### config.mk
export PLATFORM = sky130hd
export DESIGN_NAME = tipe_top
export DESIGN_NICKNAME = d
export VERILOG_FILES = /design/src/tipe_pkg.sv /design/src/tipe_bus_if.sv /design/src/tipe_top.sv /design/src/tipe_apb.sv /design/src/tipe_flag.sv
export VERILOG_INCLUDE_DIRS = /design/src /design/src/src
export SDC_FILE = /design/constraint.sdc
export NUM_CORES = 1
export LEC_CHECK = 0
export BUFFER_PORTS_ARGS = -buffer_cell sky130_fd_sc_hd__buf_2
export CORE_MARGIN = 3
export CORE_UTILIZATION = 40
export DETAILED_ROUTE_END_ITERATION = 6
export MAX_ROUTING_LAYER = met4
export PLACE_DENSITY = 0.76
export SLEW_MARGIN = 15
export SYNTH_ARGS = -nofsm -noshare
export SYNTH_HDL_FRONTEND = slang
export SYNTH_SLANG_ARGS = --single-unit
### constraint.sdc
create_clock -name pclk -period 1.43 [get_ports pclk]
set_input_delay 0.0715 -clock pclk [delete_from_list [all_inputs] [get_ports pclk]]
set_output_delay 0.0715 -clock pclk [all_outputs]
set_load 0.05 [all_outputs]
### src/tipe_cfg.svh
// Constants for the timer interrupt pending/enable block.
// Assumes a 32-bit APB bus with byte addresses and one word per register.
`ifndef TIPE_CFG_SVH
`define TIPE_CFG_SVH

`define TIPE_NSRC 4
`define TIPE_NMODE 4
`define TIPE_MODE_W 2
`define TIPE_ADDR_W 8

`define TIPE_OFF_CTRL 8'h00
`define TIPE_OFF_CLR 8'h04
`define TIPE_OFF_STAT 8'h08
`define TIPE_OFF_CFG 8'h0C

`define TIPE_EN_LSB 4
`define TIPE_PND_LSB 0
`define TIPE_OVR_LSB 4
`define TIPE_CLR_LSB 0
`define TIPE_MODE_LSB 0
`define TIPE_OVRMSK_LSB 4

`define TIPE_CTRL_RST 8'h00
`define TIPE_CFG_RST 8'h00
`define TIPE_MODE_RST 2'h0

`endif

### src/tipe_pkg.sv
// Types shared by the timer interrupt pending/enable block.
// Assumes tipe_cfg.svh is available for the numeric constants.
package tipe_pkg;
  typedef enum logic {
    TIPE_APB_IDLE,
    TIPE_APB_ACK
  } tipe_apb_st_e;

  typedef logic [7:0] tipe_byte_t;
endpackage

### src/tipe_bus_if.sv
// Internal register access carrier between the APB slave and the register file.
// Assumes one clock domain; strobes are single-cycle pulses.
`timescale 1ns/1ps
`include "tipe_cfg.svh"
interface tipe_bus_if;
  logic [`TIPE_ADDR_W-1:0] addr;
  logic [31:0] wdata;
  logic wr;
  logic [31:0] rdata;
  logic hit;

  modport bus (
    output addr,
    output wdata,
    output wr,
    input rdata,
    input hit
  );

  modport regs (
    input addr,
    input wdata,
    input wr,
    output rdata,
    output hit
  );
endinterface

### src/tipe_top.sv
// Timer interrupt pending/enable register block with APB access.
// Assumes timer conditions arrive as one-cycle pulses on pclk, one group per mode.
`timescale 1ns/1ps
`include "tipe_cfg.svh"
module tipe_top #(
  parameter int NSRC = `TIPE_NSRC,
  parameter int NMODE = `TIPE_NMODE
) (
  // Clock, reset, enable
  input wire logic pclk,
  input wire logic presetn,
  input wire logic pclk_en,
  // APB
  input wire logic psel,
  input wire logic penable,
  input wire logic pwrite,
  input wire logic [`TIPE_ADDR_W-1:0] paddr,
  input wire logic [31:0] pwdata,
  output logic pready,
  output logic [31:0] prdata,
  output logic pslverr,
  // Timer conditions, group m holds sources D..A for mode m
  input wire logic [NMODE*NSRC-1:0] timer_cond,
  // Interrupt side
  output logic timer_irq,
  output logic timer_irq_event,
  output logic [`TIPE_MODE_W-1:0] timer_mode
);
  tipe_bus_if rb ();

  logic [NSRC-1:0] src_irq_enable_r, src_irq_enable_nxt;
  logic [`TIPE_MODE_W-1:0] mode_r, mode_nxt;
  logic [NSRC-1:0] ovr_mask_r, ovr_mask_nxt;
  logic irq_r, irq_nxt;
  logic irq_evt_r, irq_evt_nxt;
  logic [NSRC-1:0] cond_sel;
  logic [NSRC-1:0] src_pending;
  logic [NSRC-1:0] src_ovr;
  logic [NSRC-1:0] clr_pend;
  logic [NSRC-1:0] clr_ovr;
  logic wr_ctrl, wr_clr, wr_stat, wr_cfg;
  tipe_pkg::tipe_byte_t ctrl_rd, stat_rd, cfg_rd;

  tipe_apb u_apb (
    .pclk(pclk),
    .presetn(presetn),
    .pclk_en(pclk_en),
    .psel(psel),
    .penable(penable),
    .pwrite(pwrite),
    .paddr(paddr),
    .pwdata(pwdata),
    .pready(pready),
    .prdata(prdata),
    .pslverr(pslverr),
    .rb(rb)
  );

  // Address decode
  assign wr_ctrl = rb.wr && (rb.addr == `TIPE_OFF_CTRL);
  assign wr_clr = rb.wr && (rb.addr == `TIPE_OFF_CLR);
  assign wr_stat = rb.wr && (rb.addr == `TIPE_OFF_STAT);
  assign wr_cfg = rb.wr && (rb.addr == `TIPE_OFF_CFG);

  always_comb begin
    rb.hit = (rb.addr == `TIPE_OFF_CTRL) || (rb.addr == `TIPE_OFF_CLR)
             || (rb.addr == `TIPE_OFF_STAT) || (rb.addr == `TIPE_OFF_CFG);
    ctrl_rd = 8'h00;
    ctrl_rd[`TIPE_EN_LSB +: NSRC] = src_irq_enable_r;
    ctrl_rd[`TIPE_PND_LSB +: NSRC] = src_pending;
    stat_rd = 8'h00;
    stat_rd[`TIPE_PND_LSB +: NSRC] = src_pending;
    stat_rd[`TIPE_OVR_LSB +: NSRC] = src_ovr;
    cfg_rd = 8'h00;
    cfg_rd[`TIPE_MODE_LSB +: `TIPE_MODE_W] = mode_r;
    cfg_rd[`TIPE_OVRMSK_LSB +: NSRC] = ovr_mask_r;
    rb.rdata = 32'h0000_0000;
    // clear register reads as zero, being write-only
    if (rb.addr == `TIPE_OFF_CTRL) begin
      rb.rdata[7:0] = ctrl_rd;
    end else if (rb.addr == `TIPE_OFF_STAT) begin
      rb.rdata[7:0] = stat_rd;
    end else if (rb.addr == `TIPE_OFF_CFG) begin
      rb.rdata[7:0] = cfg_rd;
    end
  end

  always_comb begin
    cond_sel = '0;
    for (int m = 0; m < NMODE; m++) begin
      if (mode_r == m[`TIPE_MODE_W-1:0]) begin
        cond_sel = timer_cond[m*NSRC +: NSRC];
      end
    end
  end

  always_comb begin
    // only bits 3..0 act, upper bits reserved
    clr_pend = '0;
    if (wr_clr) begin
      clr_pend = clr_pend | rb.wdata[`TIPE_CLR_LSB +: NSRC];
    end
    // Status register offers the same write-one-to-clear
    if (wr_stat) begin
      clr_pend = clr_pend | rb.wdata[`TIPE_PND_LSB +: NSRC];
    end
    clr_ovr = wr_stat ? rb.wdata[`TIPE_OVR_LSB +: NSRC] : '0;
  end

  for (genvar s = 0; s < NSRC; s++) begin : g_src
    tipe_flag #(
      .RST_VAL(1'b0)
    ) u_flag (
      .clk(pclk),
      .rstn(presetn),
      .ce(pclk_en),
      .cond(cond_sel[s]),
      .clr_pend(clr_pend[s]),
      .clr_ovr(clr_ovr[s]),
      .pend(src_pending[s]),
      .ovr(src_ovr[s])
    );
  end

  always_comb begin
    src_irq_enable_nxt = src_irq_enable_r;
    mode_nxt = mode_r;
    ovr_mask_nxt = ovr_mask_r;
    // pending bits of control writes are dropped
    if (wr_ctrl) begin
      src_irq_enable_nxt = rb.wdata[`TIPE_EN_LSB +: NSRC];
    end
    if (wr_cfg) begin
      mode_nxt = rb.wdata[`TIPE_MODE_LSB +: `TIPE_MODE_W];
      ovr_mask_nxt = rb.wdata[`TIPE_OVRMSK_LSB +: NSRC];
    end
    irq_nxt = (|(src_pending & src_irq_enable_r)) || (|(src_ovr & ovr_mask_r));
    irq_evt_nxt = |(cond_sel & src_irq_enable_r);
  end

  always_ff @(posedge pclk or negedge presetn) begin
    if (!presetn) begin
      src_irq_enable_r <= NSRC'(`TIPE_CTRL_RST >> `TIPE_EN_LSB);
      mode_r <= `TIPE_MODE_RST;
      ovr_mask_r <= NSRC'(`TIPE_CFG_RST >> `TIPE_OVRMSK_LSB);
      irq_r <= 1'b0;
      irq_evt_r <= 1'b0;
    end else if (pclk_en) begin
      src_irq_enable_r <= src_irq_enable_nxt;
      mode_r <= mode_nxt;
      ovr_mask_r <= ovr_mask_nxt;
      irq_r <= irq_nxt;
      irq_evt_r <= irq_evt_nxt;
    end
  end

  assign timer_irq = irq_r;
  assign timer_irq_event = irq_evt_r;
  assign timer_mode = mode_r;
endmodule

### src/tipe_apb.sv
// APB slave front end: one wait state, registered answer.
// Assumes an APB master on pclk; the register file answers hit and rdata combinationally.
`timescale 1ns/1ps
`include "tipe_cfg.svh"
module tipe_apb (
  // Clock, reset, enable
  input wire logic pclk,
  input wire logic presetn,
  input wire logic pclk_en,
  // APB
  input wire logic psel,
  input wire logic penable,
  input wire logic pwrite,
  input wire logic [`TIPE_ADDR_W-1:0] paddr,
  input wire logic [31:0] pwdata,
  output logic pready,
  output logic [31:0] prdata,
  output logic pslverr,
  // Register file side
  tipe_bus_if.bus rb
);
  tipe_pkg::tipe_apb_st_e st_r, st_nxt;
  logic pready_r, pready_nxt;
  logic pslverr_r, pslverr_nxt;
  logic [31:0] prdata_r, prdata_nxt;

  assign rb.addr = paddr;
  assign rb.wdata = pwdata;
  // Write lands only at the edge that completes the transfer
  assign rb.wr = pclk_en && (st_r == tipe_pkg::TIPE_APB_ACK) && psel && penable && pwrite
                 && rb.hit;

  always_comb begin
    st_nxt = st_r;
    pready_nxt = pready_r;
    pslverr_nxt = pslverr_r;
    prdata_nxt = prdata_r;
    unique case (st_r)
      tipe_pkg::TIPE_APB_IDLE: begin
        if (psel && penable) begin
          st_nxt = tipe_pkg::TIPE_APB_ACK;
          pready_nxt = 1'b1;
          pslverr_nxt = !rb.hit;
          prdata_nxt = (pwrite || !rb.hit) ? 32'h0000_0000 : rb.rdata;
        end
      end
      tipe_pkg::TIPE_APB_ACK: begin
        st_nxt = tipe_pkg::TIPE_APB_IDLE;
        pready_nxt = 1'b0;
        pslverr_nxt = 1'b0;
      end
    endcase
  end

  always_ff @(posedge pclk or negedge presetn) begin
    if (!presetn) begin
      st_r <= tipe_pkg::TIPE_APB_IDLE;
      pready_r <= 1'b0;
      pslverr_r <= 1'b0;
      prdata_r <= 32'h0000_0000;
    end else if (pclk_en) begin
      st_r <= st_nxt;
      pready_r <= pready_nxt;
      pslverr_r <= pslverr_nxt;
      prdata_r <= prdata_nxt;
    end
  end

  assign pready = pready_r;
  assign pslverr = pslverr_r;
  assign prdata = prdata_r;
endmodule

### src/tipe_flag.sv
// One interrupt source: sticky pending flag and sticky overrun flag.
// Assumes cond is a one-cycle pulse per occurrence on the same clock.
`timescale 1ns/1ps
module tipe_flag #(
  parameter bit RST_VAL = 1'b0
) (
  // Clock, reset, enable
  input wire logic clk,
  input wire logic rstn,
  input wire logic ce,
  // Event and software clears
  input wire logic cond,
  input wire logic clr_pend,
  input wire logic clr_ovr,
  // State
  output logic pend,
  output logic ovr
);
  logic pend_r, pend_nxt;
  logic ovr_r, ovr_nxt;

  always_comb begin
    pend_nxt = pend_r;
    ovr_nxt = ovr_r;
    if (clr_pend) begin
      pend_nxt = 1'b0;
    end
    if (cond) begin
      pend_nxt = 1'b1;
    end
    if (clr_ovr) begin
      ovr_nxt = 1'b0;
    end
    // A second event before service is flagged, set wins over clear
    if (cond && pend_r) begin
      ovr_nxt = 1'b1;
    end
  end

  always_ff @(posedge clk or negedge rstn) begin
    if (!rstn) begin
      pend_r <= RST_VAL;
      ovr_r <= 1'b0;
    end else if (ce) begin
      pend_r <= pend_nxt;
      ovr_r <= ovr_nxt;
    end
  end

  assign pend = pend_r;
  assign ovr = ovr_r;
endmodule

==> results_tabular.tex, run 1 <==
\begin{tabular}{lr}
\hline
Metric & Value \\
\hline
\multicolumn{2}{l}{\textbf{Final layout}} \\
Number of inserted diodes & 0 \\
Ratio of cells with drive above 1 in the final layout & 44.08\% \\
Total non-filler cell area in the finished layout & 2305 sq um \\
Number of nets in the layout & 306 \\
Highest-count cells in the layout ignoring fill and taps & sky130\_fd\_sc\_hd\_\_buf\_2 (50), sky130\_fd\_sc\_hd\_\_dfrtp\_1 (29), sky130\_fd\_sc\_hd\_\_conb\_1 (24), sky130\_fd\_sc\_hd\_\_nand2\_1 (23), sky130\_fd\_sc\_hd\_\_buf\_4 (15) \\
Post-layout util & 55.23\% \\
Most common library cell in the layout ignoring fill and taps & sky130\_fd\_sc\_hd\_\_buf\_2 \\
Layout-stage area growth over the synthesis result & 27.21\% \\
\multicolumn{2}{l}{\textbf{Worst hold path}} \\
Type of the most critical hold path & primary input to flop \\
Count of cells along the worst hold path & 2 \\
\multicolumn{2}{l}{\textbf{Power and ir drop}} \\
Areal power density over the cells & 864.5 nW/um\^{}2 \\
Internal portion of total power & 0.001350 W \\
Net switching share of the total power & 32.23\% \\
P\_sw & 0.0006421 W \\
Share of total power in the clock network & 32.7\% \\
Final total power & 0.001992 W \\
Peak supply drop & 0.5373 mV \\
Static leakage & 1.127 nW \\
Share of power burned in combinational logic & 21.6\% \\
Portion of total power attributed to sequential cells & 45.7\% \\
\multicolumn{2}{l}{\textbf{STA}} \\
Pins over their slew limit & 0 \\
Final critical delay including setup and external delays & 1.687 ns \\
Maximum clock frequency & 592.9 MHz \\
Setup slack of the critical path after layout & -0.2566 ns \\
Setup repair after global routing missed its margin & yes \\
Final hold vios & 0 \\
Share of the clock period used by the worst path & 117.9\% \\
Final Skew & 0.003396 ns \\
Min Hold Slack & 0.04303 ns \\
Final setup vio count & 20 \\
\multicolumn{2}{l}{\textbf{Clock network}} \\
TritonCTS clock tree & done \\
Max Buffers Root-to-Sink & 2 \\
CTS root buf & sky130\_fd\_sc\_hd\_\_clkbuf\_8 \\
Skew-Pair Late Insertion Delay & 0.28 ns \\
CTS H-tree depth & 2 \\
Clock transition time at the flip-flop clock pins of the worst setup and hold paths & 0.06 ns \\
Number of buffers created by CTS & 5 \\
TritonCTS sink count & 31 \\
\multicolumn{2}{l}{\textbf{Placed design}} \\
Final weighted congestion of routability-driven global placement & 0.8959 \\
Worst-case setup slack after placement & -0.6365 ns \\
Detailed placement HPWL & 3450 um \\
Cell area after placement & 2120 sq um \\
Count of buffers from port buffering & 51 \\
\multicolumn{2}{l}{\textbf{Critical path}} \\
Worst reg2reg endpoint & timer\_mode[0] \\
Required time at the endpoint of the critical path & 1.59 ns \\
Crit Path Max Fanout & 4 \\
Launch point of the worst reg-to-reg path & u\_apb.st\_r \\
Most frequent cell on the critical path & sky130\_fd\_sc\_hd\_\_buf\_6 \\
Top Family by Delay on Critical Path & simple AND/OR/NAND/NOR gates \\
Cells along the critical path & buf\_6, or4\_4, or3\_4, buf\_4, nor3\_4, buf\_6, mux2\_2 \\
CP arrival & 1.85 ns \\
Slowest cell delay on critical path & 0.52 ns \\
Slowest-stage cell, CP & sky130\_fd\_sc\_hd\_\_or4\_4 \\
Crit path capture type & flop \\
Worst path depth & 7 \\
Launching element of the worst setup path & paddr[4] \\
Total buffers and inverters traversed by the critical path & 3 \\
Critical Path Start Type & primary input \\
Setup slack, reg-to-reg & -0.12 ns \\
Worst Path Class, Setup & primary input to flop \\
R2r worst-path depth & 5 \\
End point of the critical path & timer\_mode[0] \\
\multicolumn{2}{l}{\textbf{Synthesis}} \\
Sequential fraction of the synthesis area & 42.82\% \\
Avg Synthesized Cell Area & 10.18 sq um \\
Number of unique standard cell types used by synthesis & 40 \\
Number of enable-type register cells in the synthesized netlist & 0 \\
Synth Register Bits & 31 \\
Post-synthesis instance total & 178 \\
Most used flip-flop cell after synthesis & sky130\_fd\_sc\_hd\_\_dfrtp\_1 \\
Mapped cell area & 1812 sq um \\
Synth Warn \# & 0 \\
Post-synthesis async set-or-reset flop share & 100.0\% \\
\multicolumn{2}{l}{\textbf{Run status}} \\
Outcome & complete, but fails checks \\
Violated checks & setup timing \\
\multicolumn{2}{l}{\textbf{Floorplan}} \\
Die span in y & 73.30 um \\
Std-Cell Rows & 23 \\
Initial standard-cell utilization of the core & 43.42\% \\
Floorplan die area & 5373 sq um \\
Number of ports placed on the die boundary & 100 \\
Horiz. Die Dim & 73.30 um \\
Core Region & 4173 sq um \\
\multicolumn{2}{l}{\textbf{Drt}} \\
Count of nets left with antenna violations after detail routing & 0 \\
Via count normalized by instance count & 5.281 \\
WL per Instance & 14.54 um \\
Post-route DRC & 0 \\
Via Count & 1,558 \\
Violation count after the first detailed-route iteration & 132 \\
Wirelength, routed & 4290 um \\
Detailed-router iteration count before antenna repair & 4 \\
\multicolumn{2}{l}{\textbf{Global route}} \\
GRT Util Overall & 17.58\% \\
Aggregate global routing overflow & 0 \\
Maximum number of pins on one net before global-route repair & 18 \\
Global-route wire length before repair & 7079 um \\
Initial antenna violation count & 0 \\
Via count of the first global-routing pass & 1,499 \\
\multicolumn{2}{l}{\textbf{Flow run}} \\
Maximum capacitance violations & 0 \\
\hline
\end{tabular}
==> area by class of cell <==
class                           count  area (sq um)
Inverter                            4         15.01
Clock buffer                        7         76.32
Fill cell                         367          1868
Sequential cell                    31         778.2
Tap cell                           50         62.56
Multi-Input combinational cell    132         949.7
Timing Repair Buffer               70         417.9
Clock inverter                      1         5.005
==> state kept, by name (all words and copies together), names as in the netlist <==
name               count
ovr_mask_r             4
u_apb.pslverr          1
g_src.u_flag.pend      4
timer_irq              1
u_apb.prdata           8
timer_irq_event        1
src_irq_enable_r       4
timer_mode             2
g_src.u_flag.ovr       4
u_apb.pready           1
u_apb.st_r             1
==> cell usage after synthesis (2+ instances only) <==
cell	count	area share [%]
sky130_fd_sc_hd__a21o_1	2	0.83
sky130_fd_sc_hd__a21oi_1	3	0.83
sky130_fd_sc_hd__a221oi_1	2	0.97
sky130_fd_sc_hd__a22o_1	7	3.4
sky130_fd_sc_hd__a31oi_1	3	1.0
sky130_fd_sc_hd__a32o_1	2	1.1
sky130_fd_sc_hd__buf_4	24	9.9
sky130_fd_sc_hd__clkbuf_1	8	1.7
sky130_fd_sc_hd__dfrtp_1	31	43
sky130_fd_sc_hd__inv_1	4	0.83
sky130_fd_sc_hd__mux2_2	9	5.6
sky130_fd_sc_hd__mux2_4	4	3.3
sky130_fd_sc_hd__mux4_2	2	2.5
sky130_fd_sc_hd__nand2_1	23	4.8
sky130_fd_sc_hd__nand3_1	5	1.4
sky130_fd_sc_hd__nand3b_1	2	0.83
sky130_fd_sc_hd__nor2_1	4	0.83
sky130_fd_sc_hd__nor4_1	5	1.7
sky130_fd_sc_hd__o21ai_0	10	2.8
sky130_fd_sc_hd__o31ai_1	5	2.1
sky130_fd_sc_hd__or4b_1	4	2.2
==> routing by layer <==
layer	track usage, %	vias up	routed length [um]
li1	-	740	-
met1	23.39	747	1915
met2	26.71	65	2000
met3	4.651	6	342
met4	4.628	0	32
met5	-	-	0
==> kinds of logic after synthesis <==
group / count (synthesis) / synth area share, %
compound gates: 39 / 15.33
xor+xnor: 1 / 0.4835
buf+inv: 38 / 13.33
flops: 31 / 42.82
mux: 16 / 11.95
other cells: 1 / 0.2070
simple gates: 52 / 15.88
==> how the worst min path moves through the flow <==
stage,start,endpoint,slack [ns]
final,pwdata[1],timer_mode[1],0.04
after global routing,pwdata[0],timer_mode[0],0.04
after CTS,pwdata[1],timer_mode[1],0.04
after detailed placement,presetn,ovr_mask_r[3],0.02
after global placement,presetn,ovr_mask_r[3],0.008
after floorplan,presetn,g_src[0].u_flag.ovr,-0.22
==> through the flow <==
step / std cells / TNS, ns
final: 295 / -4.420
after floorplan: 201 / -8.223
after global placement: 284 / -10.85
after detailed placement: 284 / -11.49
after CTS: 294 / -5.246
after global routing: 295 / -4.990
==> worst register-to-register path, delay by kind of cell (launching register included) <==
family | cells | cell delay [ns]
buf+inv | 2 | 0.34
simple gates | 2 | 0.37
mux | 1 | 0.33
flops | 1 | 0.41
==> repair_timing <==
action,CTS,global route
gates resized for setup,6,11
hold buffers,1,0
endpoints found under the hold margin,15,0
buffers inserted,1,1
endpoints found under the setup margin,21,24
pin swaps,11,4
==> power by group through the flow <==
stage | Sequential (W) | Clock [W] | Combinational, W
2_1_floorplan | 0.000988 | 0 | 0.000269
3_3_place_gp | 0.000925 | 0 | 0.000412
3_5_place_dp | 0.000925 | 0 | 0.000416
4_1_cts | 0.000910 | 0.000672 | 0.000422
5_1_grt | 0.000912 | 0.000714 | 0.000461
6_report | 0.000910 | 0.000652 | 0.000430
(Power assumes the default switching activity.)
==> run 2: changes to the inputs <==
- REMOVE_ABC_BUFFERS: unset -> 1
==> results_tabular.tex, run 2 (synthesis results as in run 1) <==
\begin{tabular}{lr}
\hline
Metric & Value \\
\hline
\multicolumn{2}{l}{\textbf{Final layout}} \\
Number of inserted diodes & 0 (unchanged) \\
Layout-stage area growth over the synthesis result & 29.01\% (was 27.21\%) \\
Most common library cell in the layout ignoring fill and taps & sky130\_fd\_sc\_hd\_\_buf\_2 (unchanged) \\
Highest-count cells in the layout ignoring fill and taps & sky130\_fd\_sc\_hd\_\_buf\_2 (50), sky130\_fd\_sc\_hd\_\_dfrtp\_1 (30), sky130\_fd\_sc\_hd\_\_conb\_1 (24), sky130\_fd\_sc\_hd\_\_nand2\_1 (23) (was sky130\_fd\_sc\_hd\_\_buf\_2 (50), sky130\_fd\_sc\_hd\_\_dfrtp\_1 (29), sky130\_fd\_sc\_hd\_\_conb\_1 (24), sky130\_fd\_sc\_hd\_\_nand2\_1 (23), sky130\_fd\_sc\_hd\_\_buf\_4 (15)) \\
Number of nets in the layout & 305 (was 306) \\
Total non-filler cell area in the finished layout & 2337 sq um (was 2305 sq um) \\
Final cell count without fillers & 294 (was 295) \\
Flip-flop count of the largest register, all copies and words added & 8 (unchanged) \\
Ratio of cells with drive above 1 in the final layout & 41.80\% (was 44.08\%) \\
\multicolumn{2}{l}{\textbf{Worst hold path}} \\
Startpoint of the worst hold path & pwdata[1] (unchanged) \\
Type of the most critical hold path & primary input to flop (unchanged) \\
\multicolumn{2}{l}{\textbf{Critical path}} \\
Crit path capture type & flop (unchanged) \\
Launch point of the worst reg-to-reg path & u\_apb.st\_r (unchanged) \\
Crit Path Max Fanout & 4 (unchanged) \\
CP arrival & 1.86 ns (was 1.85 ns) \\
Launching element of the worst setup path & paddr[4] (unchanged) \\
Critical Path Start Type & primary input (unchanged) \\
Required time at the endpoint of the critical path & 1.61 ns (was 1.59 ns) \\
Worst Path Class, Setup & primary input to flop (unchanged) \\
\multicolumn{2}{l}{\textbf{Drt}} \\
Via count normalized by instance count & 5.395 (was 5.281) \\
Detailed-router iteration count before antenna repair & 5 (was 4) \\
Wirelength, routed & 4544 um (was 4290 um) \\
WL per Instance & 15.46 um (was 14.54 um) \\
Via Count & 1,586 (was 1,558) \\
Post-route DRC & 0 (unchanged) \\
Violation count after the first detailed-route iteration & 90 (was 132) \\
Count of nets left with antenna violations after detail routing & 0 (unchanged) \\
\multicolumn{2}{l}{\textbf{Global route}} \\
Initial antenna violation count & 0 (unchanged) \\
Aggregate global routing overflow & 0 (unchanged) \\
Maximum number of pins on one net before global-route repair & 32 (was 18) \\
Via count of the first global-routing pass & 1,538 (was 1,499) \\
Global-route wire length before repair & 7472 um (was 7079 um) \\
GRT Util Overall & 18.80\% (was 17.58\%) \\
\multicolumn{2}{l}{\textbf{Placed design}} \\
Final weighted congestion of routability-driven global placement & 0.8779 (was 0.8959) \\
Cell area after placement & 2117 sq um (was 2120 sq um) \\
Count of buffers from port buffering & 51 (unchanged) \\
Placed instance count & 285 (was 284) \\
Worst-case setup slack after placement & -0.6331 ns (was -0.6365 ns) \\
Detailed placement HPWL & 3453 um (was 3450 um) \\
\multicolumn{2}{l}{\textbf{STA}} \\
Aggregate negative setup slack & -4.255 ns (was -4.420 ns) \\
Final hold vios & 0 (unchanged) \\
Final setup vio count & 23 (was 20) \\
Slew at the pin closest to its max-slew limit & 0.6907 ns \\
Min Hold Slack & 0.03993 ns (was 0.04303 ns) \\
Maximum clock frequency & 595.4 MHz (was 592.9 MHz) \\
Pins over their slew limit & 0 (unchanged) \\
Setup slack of the critical path after layout & -0.2496 ns (was -0.2566 ns) \\
Final critical delay including setup and external delays & 1.680 ns (was 1.687 ns) \\
Final Skew & 0.006581 ns (was 0.003396 ns) \\
Setup repair after global routing missed its margin & yes (unchanged) \\
Relative max-transition margin & 53.95\% \\
Share of the clock period used by the worst path & 117.5\% (was 117.9\%) \\
\multicolumn{2}{l}{\textbf{Floorplan}} \\
Core Region & 4173 sq um (unchanged) \\
Floorplan die area & 5373 sq um (unchanged) \\
Horiz. Die Dim & 73.30 um (unchanged) \\
Std-Cell Rows & 23 (unchanged) \\
Initial standard-cell utilization of the core & 43.42\% (unchanged) \\
Number of ports placed on the die boundary & 100 (unchanged) \\
Die span in y & 73.30 um (unchanged) \\
\multicolumn{2}{l}{\textbf{Clock network}} \\
Number of buffers created by CTS & 5 (unchanged) \\
CTS H-tree depth & 2 (unchanged) \\
Max Buffers Root-to-Sink & 2 (unchanged) \\
Clock transition time at the flip-flop clock pins of the worst setup and hold paths & 0.07 ns (was 0.06 ns) \\
TritonCTS clock tree & done (unchanged) \\
CTS root buf & sky130\_fd\_sc\_hd\_\_clkbuf\_8 (unchanged) \\
TritonCTS sink count & 31 (unchanged) \\
Skew-Pair Late Insertion Delay & 0.29 ns (was 0.28 ns) \\
Post-CTS setup repair buffer count & 0 (was 1) \\
\multicolumn{2}{l}{\textbf{Power and ir drop}} \\
Net switching share of the total power & 32.90\% (was 32.23\%) \\
Share of total power in the clock network & 33.4\% (was 32.7\%) \\
Share of power burned in combinational logic & 21.3\% (was 21.6\%) \\
Areal power density over the cells & 859.7 nW/um\^{}2 (was 864.5 nW/um\^{}2) \\
Portion of total power attributed to sequential cells & 45.3\% (was 45.7\%) \\
Static leakage & 1.134 nW (was 1.127 nW) \\
P\_sw & 0.0006610 W (was 0.0006421 W) \\
Internal portion of total power & 0.001348 W (was 0.001350 W) \\
Peak supply drop & 0.4426 mV (was 0.5373 mV) \\
\multicolumn{2}{l}{\textbf{Run status}} \\
Violated checks & setup timing (unchanged) \\
Outcome & complete, but fails checks (unchanged) \\
\multicolumn{2}{l}{\textbf{Flow run}} \\
Maximum capacitance violations & 0 (unchanged) \\
\hline
\end{tabular}
run 2: worst paths after layout:
check                                       end  slack, ns  cells after the start
min in group asynchronous       u_apb.prdata[2]       0.36                      2
hold reg to reg                 u_apb.prdata[2]       0.48                      2
max in group asynchronous         timer_mode[0]       0.58                      2
setup / recovery            src_irq_enable_r[1]      -0.25                      5
setup reg to reg           g_src[1].u_flag.pend      -0.08                      4
hold / removal                    timer_mode[1]       0.04                      2
run 2: metal layers:
metal  vias to the layer above  part of all wire (%)  global-route usage, %
met5                         -                     0                      -
met4                         0                   1.5                  5.231
met3                        10                   7.5                  5.062
met2                        66                    48                  28.30
met1                       777                    43                  25.09
li1                        733                     -                      -
run 2: cell type report:
class,count,area (sq um)
Tap cell,50,62.56
Clock buffer,7,76.32
Clock inverter,1,5.005
Fill cell,373,1836
Multi-Input combinational cell,132,987.2
Timing Repair Buffer,69,414.1
Sequential cell,31,777.0
Inverter,4,15.01
run 2: metrics by stage:
stage	util, %	power (W)
floorplan	-	0.001191
global placement	50.73	0.001332
detailed placement	50.73	0.001339
CTS	54.69	0.002007
global route	56.01	0.002099
finish	56.01	0.002009
run 2: worst max-delay path: stages:
cell                     delay (ns)
sky130_fd_sc_hd__buf_6         0.09
sky130_fd_sc_hd__or4_4         0.53
sky130_fd_sc_hd__or3_4         0.37
sky130_fd_sc_hd__or4_4         0.48
sky130_fd_sc_hd__mux2_4        0.32
run 2: power groups by stage:
stage / logic (W) / registers, W / clock network [W]
floorplan: 0.000203 / 0.000988 / 0
global placement: 0.000408 / 0.000925 / 0
detailed placement: 0.000413 / 0.000925 / 0
CTS: 0.000423 / 0.000910 / 0.000674
global route: 0.000458 / 0.000914 / 0.000726
finish: 0.000429 / 0.000909 / 0.000671
run 2: repair_timing:
action                                  CTS  global route
pin swaps                                18             8
hold buffers                              1             0
gates resized for setup                  20            10
endpoints found under the setup margin   25            26
hold endpoints to repair                 31             0
cloned                                    0             0
